===== src/shared/rmcg_pkg.sv =====
package rmcg_pkg;

  // System-control block placement
  localparam logic [31:0] SYSCTL_BASE = 32'h400f_e000;
  localparam logic [11:0] RUN_GATE_OFF = 12'h108;
  localparam logic [11:0] SLEEP_GATE_OFF = 12'h118;
  localparam logic [11:0] DEEP_GATE_OFF = 12'h128;
  localparam logic [11:0] CLK_CFG_OFF = 12'h300;
  localparam logic [11:0] IRQ_STATUS_OFF = 12'h304;
  localparam logic [11:0] IRQ_MASK_OFF = 12'h308;

  // Gate register layout
  localparam logic [31:0] GATE_RESET = 32'h0000_0000;
  localparam logic [31:0] GATE_IMPL_MASK = 32'h5000_007f;
  localparam int PHY_BIT = 30;
  localparam int MAC_BIT = 28;
  localparam int PORT_A_BIT = 0;
  localparam int NUM_PORTS = 7;
  localparam int NUM_UNITS = 9;
  localparam int UNIT_PHY = 8;
  localparam int UNIT_MAC = 7;
  localparam int ACG_BIT = 0;

  typedef logic [NUM_UNITS-1:0] rmcg_units_t;

  typedef enum {
    RMCG_REG_NONE,
    RMCG_REG_RUN,
    RMCG_REG_SLEEP,
    RMCG_REG_DEEP,
    RMCG_REG_CFG,
    RMCG_REG_STATUS,
    RMCG_REG_MASK
  } rmcg_reg_t;

  typedef enum {
    RMCG_MODE_RUN,
    RMCG_MODE_SLEEP,
    RMCG_MODE_DEEP
  } rmcg_mode_t;

  function automatic rmcg_units_t rmcg_reg_to_units(input logic [31:0] r);
    rmcg_units_t u;
    u = '0;
    u[UNIT_PHY] = r[PHY_BIT];
    u[UNIT_MAC] = r[MAC_BIT];
    u[NUM_PORTS-1:0] = r[PORT_A_BIT +: NUM_PORTS];
    return u;
  endfunction : rmcg_reg_to_units

  // Reserved positions always come back as zero
  function automatic logic [31:0] rmcg_units_to_reg(input rmcg_units_t u);
    logic [31:0] r;
    r = GATE_RESET;
    r[PHY_BIT] = u[UNIT_PHY];
    r[MAC_BIT] = u[UNIT_MAC];
    r[PORT_A_BIT +: NUM_PORTS] = u[NUM_PORTS-1:0];
    return r;
  endfunction : rmcg_units_to_reg

  // Byte-lane merge of a Wishbone write into an old word
  function automatic logic [31:0] rmcg_merge(input logic [31:0] old, input logic [31:0] dat,
                                             input logic [3:0] sel);
    logic [31:0] r;
    r = old;
    for (int i = 0; i < 4; i++)
    begin
      if (sel[i])
      begin
        r[8*i +: 8] = dat[8*i +: 8];
      end
    end
    return r;
  endfunction : rmcg_merge

endpackage : rmcg_pkg


===== src/shared/rmcg_unit_if.sv =====
`timescale 1ns/100ps
interface rmcg_unit_if;
  import rmcg_pkg::*;
  rmcg_units_t req;
  rmcg_units_t gate;
  rmcg_units_t fault;
  modport owner (output req, output gate, input fault);
  modport watch (input req, input gate, output fault);
endinterface : rmcg_unit_if


===== src/rtl/rmcg_fault_chk.sv =====
`timescale 1ns/100ps
module rmcg_fault_chk (
  input wire logic clk_i, // System clock
  input wire logic rst_i, // Synchronous reset, high
  rmcg_unit_if.watch u // Unit access and gate view
);
  import rmcg_pkg::*;

  typedef struct packed {
    rmcg_units_t fault;
  } rmcg_chk_state_t;

  rmcg_chk_state_t s;
  rmcg_chk_state_t next_s;

  always_comb
  begin
    next_s = s;
    for (int k = 0; k < NUM_UNITS; k++)
    begin
      next_s.fault[k] = u.req[k] && !u.gate[k];
    end
  end

  always_ff @(posedge clk_i)
  begin
    if (rst_i)
    begin
      s <= '0;
    end
    else
    begin
      s <= next_s;
    end
  end

  assign u.fault = s.fault;

endmodule : rmcg_fault_chk


===== src/rtl/rmcg_top.sv =====
// The Wishbone interface to the registers is this design's own decision.
`timescale 1ns/100ps
module rmcg_top (
  input wire logic clk_i, // System clock
  input wire logic rst_i, // Synchronous reset, high
  input wire logic wb_cyc_i, // Wishbone cycle
  input wire logic wb_stb_i, // Wishbone strobe
  input wire logic wb_we_i, // Wishbone write enable
  input wire logic [31:0] wb_adr_i, // Wishbone byte address
  input wire logic [3:0] wb_sel_i, // Wishbone byte lanes
  input wire logic [31:0] wb_dat_i, // Wishbone write data
  output logic [31:0] wb_dat_o, // Wishbone read data
  output logic wb_ack_o, // Wishbone acknowledge
  input wire logic sleep_i, // System in sleep
  input wire logic deep_sleep_i, // System in deep sleep
  input wire rmcg_pkg::rmcg_units_t unit_req_i, // Per-unit bus access pulse
  output rmcg_pkg::rmcg_units_t unit_clk_en_o, // Per-unit clock enable
  output rmcg_pkg::rmcg_units_t unit_fault_o, // Per-unit bus fault pulse
  output logic irq_o // Fault interrupt, level
);
  import rmcg_pkg::*;

  typedef struct packed {
    rmcg_units_t run;
    rmcg_units_t sleep;
    rmcg_units_t deep;
    logic auto_clock_gating_bit;
    rmcg_units_t status;
    rmcg_units_t mask;
    logic ack;
    logic [31:0] rdata;
    rmcg_units_t gate;
  } rmcg_state_t;

  rmcg_state_t s;
  rmcg_state_t next_s;
  rmcg_reg_t reg_sel;
  rmcg_mode_t mode;
  logic bus_req;
  logic bus_write;
  logic [31:0] wr_word;
  rmcg_units_t status_clr;

  rmcg_unit_if u ();

  assign u.req = unit_req_i;
  assign u.gate = s.gate;

  rmcg_fault_chk chk (
    .clk_i (clk_i),
    .rst_i (rst_i),
    .u (u.watch)
  );

  // A request is answered one edge later; the write lands on the ack edge
  assign bus_req = wb_cyc_i && wb_stb_i;
  assign bus_write = bus_req && wb_we_i && s.ack;

  always_comb
  begin
    reg_sel = RMCG_REG_NONE;
    if (wb_adr_i[31:12] != SYSCTL_BASE[31:12])
    begin
      reg_sel = RMCG_REG_NONE;
    end
    else if (wb_adr_i[11:0] == RUN_GATE_OFF)
    begin
      reg_sel = RMCG_REG_RUN;
    end
    else if (wb_adr_i[11:0] == SLEEP_GATE_OFF)
    begin
      reg_sel = RMCG_REG_SLEEP;
    end
    else if (wb_adr_i[11:0] == DEEP_GATE_OFF)
    begin
      reg_sel = RMCG_REG_DEEP;
    end
    else if (wb_adr_i[11:0] == CLK_CFG_OFF)
    begin
      reg_sel = RMCG_REG_CFG;
    end
    else if (wb_adr_i[11:0] == IRQ_STATUS_OFF)
    begin
      reg_sel = RMCG_REG_STATUS;
    end
    else if (wb_adr_i[11:0] == IRQ_MASK_OFF)
    begin
      reg_sel = RMCG_REG_MASK;
    end
  end

  always_comb
  begin
    mode = RMCG_MODE_RUN;
    if (s.auto_clock_gating_bit && deep_sleep_i)
    begin
      mode = RMCG_MODE_DEEP;
    end
    else if (s.auto_clock_gating_bit && sleep_i)
    begin
      mode = RMCG_MODE_SLEEP;
    end
  end

  always_comb
  begin
    next_s = s;
    wr_word = rmcg_merge(32'h0000_0000, wb_dat_i, wb_sel_i);
    status_clr = '0;
    next_s.ack = bus_req && !s.ack;

    if (bus_req && !s.ack)
    begin
      next_s.rdata = 32'h0000_0000;
      case (reg_sel)
        RMCG_REG_RUN: next_s.rdata = rmcg_units_to_reg(s.run);
        RMCG_REG_SLEEP: next_s.rdata = rmcg_units_to_reg(s.sleep);
        RMCG_REG_DEEP: next_s.rdata = rmcg_units_to_reg(s.deep);
        RMCG_REG_CFG: next_s.rdata[ACG_BIT] = s.auto_clock_gating_bit;
        RMCG_REG_STATUS: next_s.rdata = 32'(s.status);
        RMCG_REG_MASK: next_s.rdata = 32'(s.mask);
        default: next_s.rdata = 32'h0000_0000;
      endcase
    end

    if (bus_write)
    begin
      case (reg_sel)
        RMCG_REG_RUN:
        begin
          next_s.run = rmcg_reg_to_units(rmcg_merge(rmcg_units_to_reg(s.run), wb_dat_i,
                                                    wb_sel_i));
        end
        RMCG_REG_SLEEP:
        begin
          next_s.sleep = rmcg_reg_to_units(rmcg_merge(rmcg_units_to_reg(s.sleep), wb_dat_i,
                                                      wb_sel_i));
        end
        RMCG_REG_DEEP:
        begin
          next_s.deep = rmcg_reg_to_units(rmcg_merge(rmcg_units_to_reg(s.deep), wb_dat_i,
                                                     wb_sel_i));
        end
        RMCG_REG_CFG:
        begin
          if (wb_sel_i[0])
          begin
            next_s.auto_clock_gating_bit = wb_dat_i[ACG_BIT];
          end
        end
        RMCG_REG_STATUS: status_clr = wr_word[NUM_UNITS-1:0];
        RMCG_REG_MASK: next_s.mask = rmcg_units_t'(rmcg_merge(32'(s.mask), wb_dat_i, wb_sel_i));
        default: next_s.run = s.run;
      endcase
    end

    // fault events sticky, set beats clear
    next_s.status = (s.status & ~status_clr) | u.fault;

    case (mode)
      RMCG_MODE_RUN: next_s.gate = s.run;
      RMCG_MODE_SLEEP: next_s.gate = s.sleep;
      RMCG_MODE_DEEP: next_s.gate = s.deep;
      default: next_s.gate = s.run;
    endcase
  end

  always_ff @(posedge clk_i)
  begin
    if (rst_i)
    begin
      s <= '0;
    end
    else
    begin
      s <= next_s;
    end
  end

  assign wb_dat_o = s.rdata;
  assign wb_ack_o = s.ack;
  assign unit_clk_en_o = s.gate;
  assign unit_fault_o = u.fault;
  assign irq_o = |(s.status & s.mask);
endmodule : rmcg_top


===== config.mk =====
export PLATFORM = sky130hd
export DESIGN_NAME = rmcg_top
export DESIGN_NICKNAME = d
export VERILOG_FILES = /design/src/shared/rmcg_pkg.sv /design/src/shared/rmcg_unit_if.sv /design/src/rtl/rmcg_fault_chk.sv /design/src/rtl/rmcg_top.sv
export SDC_FILE = /design/constraint.sdc
export NUM_CORES = 1
export LEC_CHECK = 0
export BUFFER_PORTS_ARGS = -buffer_cell sky130_fd_sc_hd__buf_2
export CORE_MARGIN = 5
export CORE_UTILIZATION = 45
export DETAILED_ROUTE_END_ITERATION = 12
export GPL_TIMING_DRIVEN = 0
export PLACE_DENSITY = 0.87
export SLEW_MARGIN = 20
export SYNTH_ARGS = -nofsm -noshare
export SYNTH_HDL_FRONTEND = slang
export SYNTH_SLANG_ARGS = --single-unit

===== constraint.sdc =====
create_clock -name clk_i -period 2.8 [get_ports clk_i]
set_input_delay 0.84 -clock clk_i [delete_from_list [all_inputs] [get_ports clk_i]]
set_output_delay 0.84 -clock clk_i [all_outputs]
set_load 0.01 [all_outputs]

==> out/qor.yml, run 1 <==
status:
  status: "finished clean"
critical_path:
  r2r_end: "s[76]"
  cp-startpoint: "wb_adr_i[12]"
  crit_type: "input port to register"
  crit_required_ns: 3.01
  crit_path_end_kind: "register"
  path_depth: 7
  path_cells: "buf_2 -> or4_1 -> nor3_2 -> buf_2 -> nand2_1 -> nor2_2 -> a311oi_1"
  worst_path_largest_cell_delay_ns: 0.62
  reg2regPathDepth: 7
  cp_top_family: "simple AND/OR/NAND/NOR gates"
  crit_arrival_ns: 2.85
  rr_startpoint: "wb_ack_o"
  critPathSlowestCell: "or4_1"
  worstSetupStartpointType: "input port"
  cp_max_fo: 10
  endpoint: "s[57]"
  crit_top_cell: "buf_2"
  path_buf_inv: 2
  reg2reg_slack_ns: 0.85
timing:
  timing.fmax_mhz: 380
  setup_viol: 0
  clock_skew_ns: 0.0153
  fin_crit_ns: 2.63
  relSlewSlack_pct: 59.0
  hold_violations: 0
  rsz0062_at_grt: "false"
  timing.final.crit_share_pct: 94.1
  drv_slew: 0
  worstMarginPinSlew_ns: 0.612
floorplan:
  core_area_um2: 8180
  dieArea_um2: 10300
  start_util_pct: 45.9
  ios: 136
  die-height_um: 101
  row_count: 33
  die_w_um: 101
route:
  wl_per_cell_um: 15.8
  vias: 3601
  ant_nets: 0
  via_per_inst: 5.45
  firstDrtPassIters: 6
  drt_iter0_markers: 226
  totalWireLength_um: 10400
  drc: 0
cts:
  clock_latency_ns: 0.36
  cts_max_path_buffers: 2
  path_clk_slew_ns: 0.08
  cts-buffers-inserted: 9
  cts_tree: "built"
  root_buffer: "clkbuf_8"
  htree_levels: 3
  cts.sinks: 76
final_layout:
  finish.instance_area_um2: 4690
  regArea_um2: 1520
  final.fill_count: 717
  drive_gt1_share_pct: 31.3
  fin_nets: 635
  multi_input_area_um2: 1900
  n_antenna_cell: 0
  area_delta_synth_final_pct: 25.1
synth:
  yosysSeqAreaShare_pct: 40.6
  synth-main-ff-cell: "dfxtp_1"
  syn_area_um2: 3750
  synth_warnings: 0
  syn_area_per_cell_um2: 8.76
  synth_seq_cells: 76
  synth_cells: 428
  synth_cell_types: 51
  synthArstFlopShare_pct: 0
  synth_edf_count: 0
global_route:
  grt_use_total_pct: 19.8
  grt.overflow.total: 0
  grt_pass1_vias: 3336
  grt_pass1_wl_um: 16000
  grt_max_degree: 14
  antenna_found_initial: 0
placement:
  port_buffers: 90
  dpl_cell_area_um2: 4410
  dp.final_hpwl_um: 7920
  place_congestion: 0.878
pwr:
  power_density_nw_per_um2: 473
  p_leak_nw: 2.30
  vdd_ir_drop_max_uv: 204
  power.total_mw: 2.22
hold_path:
  worstHoldStart: "unit_clk_en_o[6]"
  hold_path_class: "register to register"
run:
  drv_cap: 0
## metal layers
metal	wire length (um)	part of all wire, %	track usage [%]
met1	4240	41	24.4
met2	5210	50	34.0
met3	769	7.4	3.65
met4	192	1.8	8.38
met5	0	0	0
## flip-flops by register name (all words and copies together), names as in the netlist
signal / cells
unit_clk_en_o: 9
s: 46
chk.u.fault: 9
wb_dat_o: 11
wb_ack_o: 1
## cell usage after synthesis, drive strengths merged (5+ instances only)
library cell / number / area, um2
a22o: 9 / 78.8
o21ai: 14 / 70.1
nand3: 10 / 50.1
mux2i: 37 / 370
a311oi: 8 / 70.1
nand4: 6 / 50.0
dfxtp: 76 / 1520
nor2: 72 / 273
nor3: 11 / 60.1
a221o: 6 / 60.1
a211oi: 11 / 95.1
nand2: 28 / 108
a21oi: 11 / 55.1
buf: 46 / 335
mux2: 6 / 67.6
inv: 13 / 48.8
nor4: 5 / 31.3
nor3b: 11 / 82.6
clkbuf: 15 / 56.3
## layout make-up
cell class	count	area share, %
inverter	13	1.04
multi-input combinational	298	40.4
clock buffer	11	3.23
tap	105	2.80
buffer	61	8.35
clock inverter	5	1.28
sequential	76	32.4
timing repair buffer	92	10.5
## kinds of logic (layout without fill, tap and decap cells)
logic type,count (synthesis),count (layout),synth area share [%]
simple gates,161,161,21.5
flops,76,76,40.6
buf+inv,74,182,11.7
compound gates,72,72,14.2
mux,43,43,11.7
other cells,1,21,0.100
xor+xnor,1,1,0.234
## worst register-to-register path, stage by stage (launching register included)
cell      delay (ns)
dfxtp_1         0.39
and4_1          0.22
clkbuf_1        0.40
nand2_1         0.16
nor2_1          0.18
nand2_2         0.20
mux2i_1         0.21
nor2_1          0.05
## stage by stage
| stage | worst slack (ns) | cells | util [%] | hold slack [ns] | TNS [ns] |
|---|---|---|---|---|---|
| floorplan | 0.0801 | 448 | - | 0.399 | 0 |
| global placement | -0.399 | 643 | 53.9 | 0.407 | -13.07 |
| detailed placement | -0.512 | 643 | 53.9 | 0.409 | -15.66 |
| CTS | 0.135 | 661 | 57.1 | 0.416 | 0 |
| global route | 0.0714 | 661 | 57.4 | 0.421 | 0 |
| finish | 0.165 | 661 | 57.4 | 0.409 | 0 |
## what timing repair did
action,CTS,global route
hold buffers,0,0
endpoints found under the hold margin,0,0
setup endpoints to repair,9,4
pin swaps,1,0
buffers inserted,2,0
resized for setup,2,3
## report_power, final
part	leakage (nW)	internal [mW]	switching, mW
combinational	1.58	0.100	0.124
clock	0.106	0.462	0.416
sequential	0.618	1.10	0.0162
## worst min path at each step
stage               slack, ns  cells after the start              to
floorplan                0.40                      1  chk.u.fault[0]
global route             0.42                      1  chk.u.fault[6]
finish                   0.41                      1  chk.u.fault[6]
global placement         0.41                      1  chk.u.fault[0]
CTS                      0.42                      1  chk.u.fault[6]
detailed placement       0.41                      1  chk.u.fault[6]
## placed cells by master, fill, tap and decap left out, drive strengths merged, types with 2 or more instances in the layout
master   netlist  routed
inv           13      13
a211oi        11      11
nand2         28      28
dfxtp         76      76
nor3b         11      11
or2            3       3
mux2           6       6
or4            2       2
or3            2       2
a21oi         11      11
a222oi         2       2
a221o          6       6
o21ai         14      14
a311oi         8       8
nor2          72      72
and2           2       2
nor3          11      11
conb           1      21
clkbuf        15      26
nor4bb         2       2
nor4           5       5
nand4          6       6
nand3         10      10
a22oi          3       3
a22o           9       9
nand4bb        2       2
clkinv         0       3
buf           46     138
mux2i         37      37
Power figures use the tool's default switching activity.
==> run 2, diff against run 1 <==
--- a/config.mk
+++ b/config.mk
@@ -8,10 +8,11 @@
 export BUFFER_PORTS_ARGS = -buffer_cell sky130_fd_sc_hd__buf_2
 export CORE_MARGIN = 5
 export CORE_UTILIZATION = 45
+export CTS_BUF_LIST = sky130_fd_sc_hd__clkbuf_4 sky130_fd_sc_hd__clkbuf_8 sky130_fd_sc_hd__clkbuf_16
 export DETAILED_ROUTE_END_ITERATION = 12
-export GPL_TIMING_DRIVEN = 0
-export PLACE_DENSITY = 0.87
+export PLACE_DENSITY = 0.85
 export SLEW_MARGIN = 20
 export SYNTH_ARGS = -nofsm -noshare
 export SYNTH_HDL_FRONTEND = slang
+export SYNTH_HIERARCHICAL = 1
 export SYNTH_SLANG_ARGS = --single-unit
==> run 2 against run 1 <==
Net effect:
- die area grew 11%
- fmax is 6.8% higher
- non-clock buffer count decreased by 38
- critical endpoint is now s[42]
- largest cell class unchanged
- largest power group unchanged
- highest routed layer unchanged
==> out/qor.yml, run 2 <==
cts:
  cts.sinks: 76  # unchanged
  path_clk_slew_ns: 0.08  # about the same
  postCtsHoldBufs: 0  # unchanged
  cts_tree: "built"
  cts-buffers-inserted: 9  # unchanged
  clock_latency_ns: 0.35  # about the same
  root_buffer: "clkbuf_8"
  cts_max_path_buffers: 2  # unchanged
  ctsResizeCount: 0  # -2
  htree_levels: 3  # unchanged
  postCtsSetupRepairBufs: 0  # -2
floorplan:
  die_w_um: 107  # +5.4%
  core_area_um2: 9200  # +12%
  dieArea_um2: 11400  # +11%
  ios: 136  # unchanged
  row_count: 35  # +6.1%
  start_util_pct: 45.8  # -0.046 points
  die-height_um: 107  # +5.4%
timing:
  worstMarginPinSlew_ns: 0.790  # +0.177 ns
  clock_skew_ns: 0.0114  # -0.00387 ns
  rsz0062_at_grt: "false"
  relSlewSlack_pct: 47.4  # -12 points
  hold_violations: 0  # unchanged
  drv_slew: 0  # unchanged
  setup_viol: 0  # unchanged
  setup_tns_ns: 0  # unchanged
  timing.final.crit_share_pct: 88.1  # -6.0 points
  timing.fmax_mhz: 405  # +6.8%
  fin_crit_ns: 2.47  # -0.168 ns
critical_path:
  path_buf_inv: 1  # -1
  cp_top_family: "simple AND/OR/NAND/NOR gates"
  reg2regPathDepth: 5  # -2
  critPathSlowestCell: "nor4_4"
  worstSetupStartpointType: "input port"
  path_cells: "buf_2 -> a21boi_1 -> nand4_2 -> nor4_4 -> nand3_1 -> a21oi_1"
  crit_required_ns: 3.07  # +0.06 ns
  path_depth: 6  # -1
  worst_path_largest_cell_delay_ns: 0.61  # about the same
  crit_type: "input port to register"
  crit_path_end_kind: "register"
  cp_max_fo: 9  # -1
  crit_arrival_ns: 2.74  # -0.11 ns
final_layout:
  final_cell_mix: "buf_2, dfxtp_1, nor2_1"
  drive_gt1_share_pct: 29.7  # -1.6 points
  largest-register: "s"
  fin_nets: 641  # +0.94%
  largest_reg_flops: 46  # unchanged
  area_delta_synth_final_pct: 13.3
  final.fill_count: 839  # +17%
  final_common_cell: "buf_2"
  n_antenna_cell: 0  # unchanged
pwr:
  power_density_nw_per_um2: 464  # -1.9%
  power.total_mw: 2.22  # -0.11%
  p_leak_nw: 1.85  # -20%
  p_comb_share_pct: 9.8  # -0.3 points
  vdd_ir_drop_max_uv: 271  # +33%
  p_sw_uw: 567  # +2.0%
  clock_power_share_pct: 39.6  # about the same
  p_sw_share_pct: 25.6  # +0.53 points
  p_int_mw: 1.65  # -0.82%
  power_frac_seq_pct: 50.6  # +0.2 points
route:
  firstDrtPassIters: 5  # -1
  totalWireLength_um: 12700  # +22%
  vias: 4070  # +13%
  drt_iter0_markers: 411  # +82%
  drc: 0  # unchanged
  wl_per_cell_um: 18.9  # +20%
  ant_nets: 0  # unchanged
  via_per_inst: 6.05  # +11%
synth:
  synth_cell_types: 58  # +14%
  syn_area_per_cell_um2: 8.76  # about the same
  synth-main-ff-cell: "dfxtp_1"
  synth_warnings: 6  # +6
  yosysSeqAreaShare_pct: 36.1  # -4.5 points
  synth_most_common_cell: "dfxtp_1"
  yosys.area.top_type_share_pct: 36.1  # -4.5 points
  synth_edf_count: 0  # unchanged
  syn_area_um2: 4220  # +12%
  synth_seq_cells: 76  # unchanged
  synthArstFlopShare_pct: 0  # unchanged
  synth_cells: 481  # +12%
  synth_top_cells_by_count: "dfxtp_1, nor2_1, buf_4"
  synthTopCellsByArea: "dfxtp_1, buf_4, nor2_1, mux2i_1, o21ai_0"
  yosys.area.top_type: "dfxtp_1"
global_route:
  grt_pass1_vias: 3957  # +19%
  grt_pass1_wl_um: 20200  # +26%
  grt_use_total_pct: 22.1  # +2.3 points
  grt_max_degree: 39  # +25
  antenna_found_initial: 0  # unchanged
  grt.overflow.total: 0  # unchanged
hold_path:
  whs_path_depth: 1  # unchanged
  hold_path_class: "register to register"
run:
  drv_cap: 0  # unchanged
placement:
  port_buffers: 92  # +2.2%
  place_congestion: 0.927  # +5.6%
  dp.final_hpwl_um: 9660  # +22%
status:
  status: "finished clean"
run 2: changes by cell type in the layout (fill, tap and decap cells not counted), sizes merged, moves of 13 or more:
cell    previous run  this run
a21oi             11        24
nand4              6        19
clkbuf            26        11
buf              138       115
mux2i             37        18
o21ai             14        31
run 2: power by group through the flow:
stage	logic, mW	clock network (mW)	registers [mW]
6_report	0.218	0.877	1.12
5_1_grt	0.240	0.934	1.13
4_1_cts	0.214	0.882	1.12
3_5_place_dp	0.212	0	1.15
3_3_place_gp	0.205	0	1.15
2_1_floorplan	0.146	0	1.14
run 2: cells by family after synthesis:
group / count (synthesis) / share of synthesized area, %
AO/OA/AOI/OAI: 119 / 18.9
XOR/XNOR: 1 / 0.208
buffers and inverters: 85 / 13.4
flip-flops: 76 / 36.1
multiplexers: 24 / 5.88
other: 1 / 0.0890
AND/OR/NAND/NOR: 175 / 25.4
run 2: layout make-up:
| type | instances | area, um2 | area share (%) |
|---|---|---|---|
| multi-input combinational | 340 | 2200 | 46.1 |
| sequential | 76 | 1520 | 31.9 |
| timing repair buffer | 115 | 646 | 13.5 |
| clock buffer | 11 | 151 | 3.17 |
| tap | 111 | 139 | 2.91 |
| clock inverter | 5 | 60.1 | 1.26 |
| inverter | 15 | 56.3 | 1.18 |
run 2: metrics by stage:
step | hold WS, ns | cell area (um2) | std cells | util [%] | worst slack, ns
6_report | 0.428 | 4780 | 673 | 51.9 | 0.333
5_1_grt | 0.457 | 4780 | 673 | 51.9 | 0.281
4_1_cts | 0.434 | 4780 | 673 | 51.9 | 0.404
3_5_place_dp | 0.423 | 4560 | 657 | 49.6 | 0.0519
3_3_place_gp | 0.416 | 4560 | 657 | 49.6 | 0.153
2_1_floorplan | 0.414 | 4290 | 501 | - | 0.256
run 2: worst paths after layout:
path                     to  slack, ns              from
max                   s[42]       0.33       wb_adr_i[9]
min reg2reg  chk/u.fault[6]       0.43  unit_clk_en_o[6]
min          chk/u.fault[6]       0.43  unit_clk_en_o[6]
max reg2reg           s[42]       1.00          wb_ack_o
run 2: layer usage:
metal | up-vias | GRT usage (%) | part of all wire [%]
met4 | 0 | 11.2 | 5.0
met1 | 1898 | 26.6 | 38
met3 | 56 | 6.26 | 10
met2 | 258 | 36.1 | 47
li1 | 1858 | - | -
met5 | - | 0 | 0
==> run 3, diff against run 2 <==
==> constraint.sdc (replaced) <==
create_clock -name clk_i -period 2.1 [get_ports clk_i]
set_input_delay 0.63 -clock clk_i [delete_from_list [all_inputs] [get_ports clk_i]]
set_output_delay 0.63 -clock clk_i [all_outputs]
set_load 0.01 [all_outputs]
==> run 3 against run 2 <==
Net effect:
- cell area grew 9.2%
- clock skew is 0.0026 ns lower
- hold slack gained 0.0096 ns
- count of clock-buffer cells in the layout decreased by 2
- die area did not move
- combinational power is 47% higher
- clock power rose by 22%
- sequential share of layout area fell by 2.6 points
- first-iteration DRC count decreased by 17%
- critical path type is now register to output pin
- critical endpoint is now irq_o
- largest power group unchanged
==> out/qor.yml, run 3 (synthesis gave the netlist of run 2 again) <==
critical_path:
  crit_arrival_ns: 1.43  # -1.31 ns
  crit_path_end_kind: "output pin"
  cp_max_fo: 2  # -7
  worstSetupStartpointType: "register"
  critPathSlowestCell: "a222oi_1"
  worst_path_largest_cell_delay_ns: 0.39  # -0.22 ns
  crit_type: "register to output pin"
  path_cells: "a222oi_1 -> nand3_1 -> buf_2"
  reg2reg_slack_ns: 0.39  # -0.61 ns
  crit_required_ns: 1.47  # -1.60 ns
timing:
  hold_violations: 0  # unchanged
  timing.final.crit_share_pct: 97.9
  finalHoldWorstSlack_ns: 0.438  # +0.00963 ns
  setup_tns_ns: 0  # unchanged
  setup_viol: 0  # unchanged
  clock_skew_ns: 0.00887  # -0.00258 ns
  relSlewSlack_pct: 59.8  # +12 points
  worstMarginPinSlew_ns: 0.602  # -0.187 ns
  timing.fmax_mhz: 487
  rsz0062_at_grt: "true"
  drv_slew: 0  # unchanged
  fin_crit_ns: 2.06
placement:
  place_congestion: 0.957  # +3.3%
  port_buffers: 92  # unchanged
  dp.final_hpwl_um: 10100  # +4.2%
  placed_cells: 696  # +5.9%
cts:
  cts_tree: "built"
  cts-buffers-inserted: 9  # unchanged
  root_buffer: "clkbuf_8"
  htree_levels: 3  # unchanged
  path_clk_slew_ns: 0.09  # about the same
  clock_latency_ns: 0.36  # about the same
  cts.sinks: 76  # unchanged
  cts_max_path_buffers: 2  # unchanged
global_route:
  grt_max_degree: 33  # -15%
  grt_use_total_pct: 22.1  # -0.052 points
  grt.overflow.total: 0  # unchanged
  grt_pass1_wl_um: 20200  # about the same
  antenna_found_initial: 0  # unchanged
  grt_pass1_vias: 3991  # +0.86%
final_layout:
  n_antenna_cell: 0  # unchanged
  drive_gt1_share_pct: 37.2  # +7.5 points
  area_delta_synth_final_pct: 23.8
  final_cell_mix: "buf_2, dfxtp_1, nor2_1"
  largest_reg_flops: 46  # unchanged
  largest-register: "s"
  final_common_cell: "buf_2"
  final.fill_count: 788  # -6.1%
  fin_nets: 681  # +6.2%
  fin_util_pct: 56.7  # +4.8 points
  final_cells: 713  # +5.9%
route:
  drt_iter0_markers: 341  # -17%
  totalWireLength_um: 13000  # +1.7%
  firstDrtPassIters: 5  # unchanged
  drc: 0  # unchanged
  via_per_inst: 5.85  # -3.3%
  wl_per_cell_um: 18.2  # -4.0%
  vias: 4170  # +2.5%
  ant_nets: 0  # unchanged
pwr:
  p_comb_share_pct: 11.1  # +1.3 points
  power.total_mw: 2.89  # +30%
  p_sw_uw: 834  # +47%
  p_leak_nw: 2.12  # +15%
  vdd_ir_drop_max_uv: 301  # +11%
  p_int_mw: 2.06  # +25%
  power_density_nw_per_um2: 554  # +19%
  clock_power_share_pct: 37.1  # -2.5 points
  p_sw_share_pct: 28.8  # +3.3 points
  power_frac_seq_pct: 51.8  # +1.2 points
run:
  drv_cap: 0  # unchanged
floorplan:
  ios: 136  # unchanged
  row_count: 35  # unchanged
  dieArea_um2: 11400  # unchanged
  core_area_um2: 9200  # unchanged
  die_w_um: 107  # unchanged
  start_util_pct: 45.8  # unchanged
  die-height_um: 107  # unchanged
status:
  status: "finished clean"
hold_path:
  hold_path_class: "register to register"
## run 3: changes by cell type in the layout (fill, tap and decap cells not counted), sizes merged
cell    before  now
buf        115  155
inv         15   19
clkbuf      11    9
bufinv       1    0
clkinv       3    2
## run 3: repair_timing
| item | CTS | global route |
|---|---|---|
| hold endpoints to repair | 0 | 0 |
| gates resized for setup | 0 | 11 |
| buffers inserted | 0 | 1 |
| setup endpoints to repair | 0 | 11 |
| hold buffers | 0 | 0 |
## run 3: worst paths after layout
kind,from,to,cells past startpoint
worst min register to register,unit_clk_en_o[8],chk/u.fault[8],1
worst max register to register,wb_ack_o,s[80],7
worst max-delay path,s[43],irq_o,3
worst min-delay path,unit_clk_en_o[8],chk/u.fault[8],1
## run 3: routing by layer
metal | GRT usage [%] | part of all wire, % | up-vias
met3 | 3.91 | 8.3 | 30
met5 | 0 | 0 | -
met4 | 9.13 | 2.8 | 0
li1 | - | - | 1934
met2 | 36.5 | 49 | 213
met1 | 28.4 | 40 | 1993
## run 3: layout make-up
type | count | area [um2] | area share [%]
Multi-Input combinational cell | 340 | 2300 | 44.1
Inverter | 15 | 56.3 | 1.08
Tap cell | 111 | 139 | 2.66
Clock buffer | 9 | 124 | 2.37
Clock inverter | 7 | 58.8 | 1.13
Timing Repair Buffer | 155 | 1010 | 19.4
Sequential cell | 76 | 1530 | 29.2
## run 3: power groups by stage
stage / registers (mW) / logic (mW) / clock network [mW]
final: 1.50 / 0.320 / 1.07
after global routing: 1.50 / 0.349 / 1.15
after CTS: 1.50 / 0.315 / 1.06
after detailed placement: 1.53 / 0.314 / 0
after global placement: 1.53 / 0.302 / 0
after floorplan: 1.53 / 0.198 / 0
## run 3: metrics by stage
stage	setup slack, ns	cell area [um2]
finish	0.0446	5220
global route	-0.0448	5220
CTS	0.0182	5170
detailed placement	-0.261	4990
global placement	-0.233	4990
floorplan	-0.209	4360
## run 3: worst max-delay path, delay by kind of cell (launching register included)
family	cells	cell delay [ns]
buffers and inverters	1	0.18
AOI/OAI and AO/OA	1	0.39
DFF	1	0.33
and+or+nand+nor	1	0.18
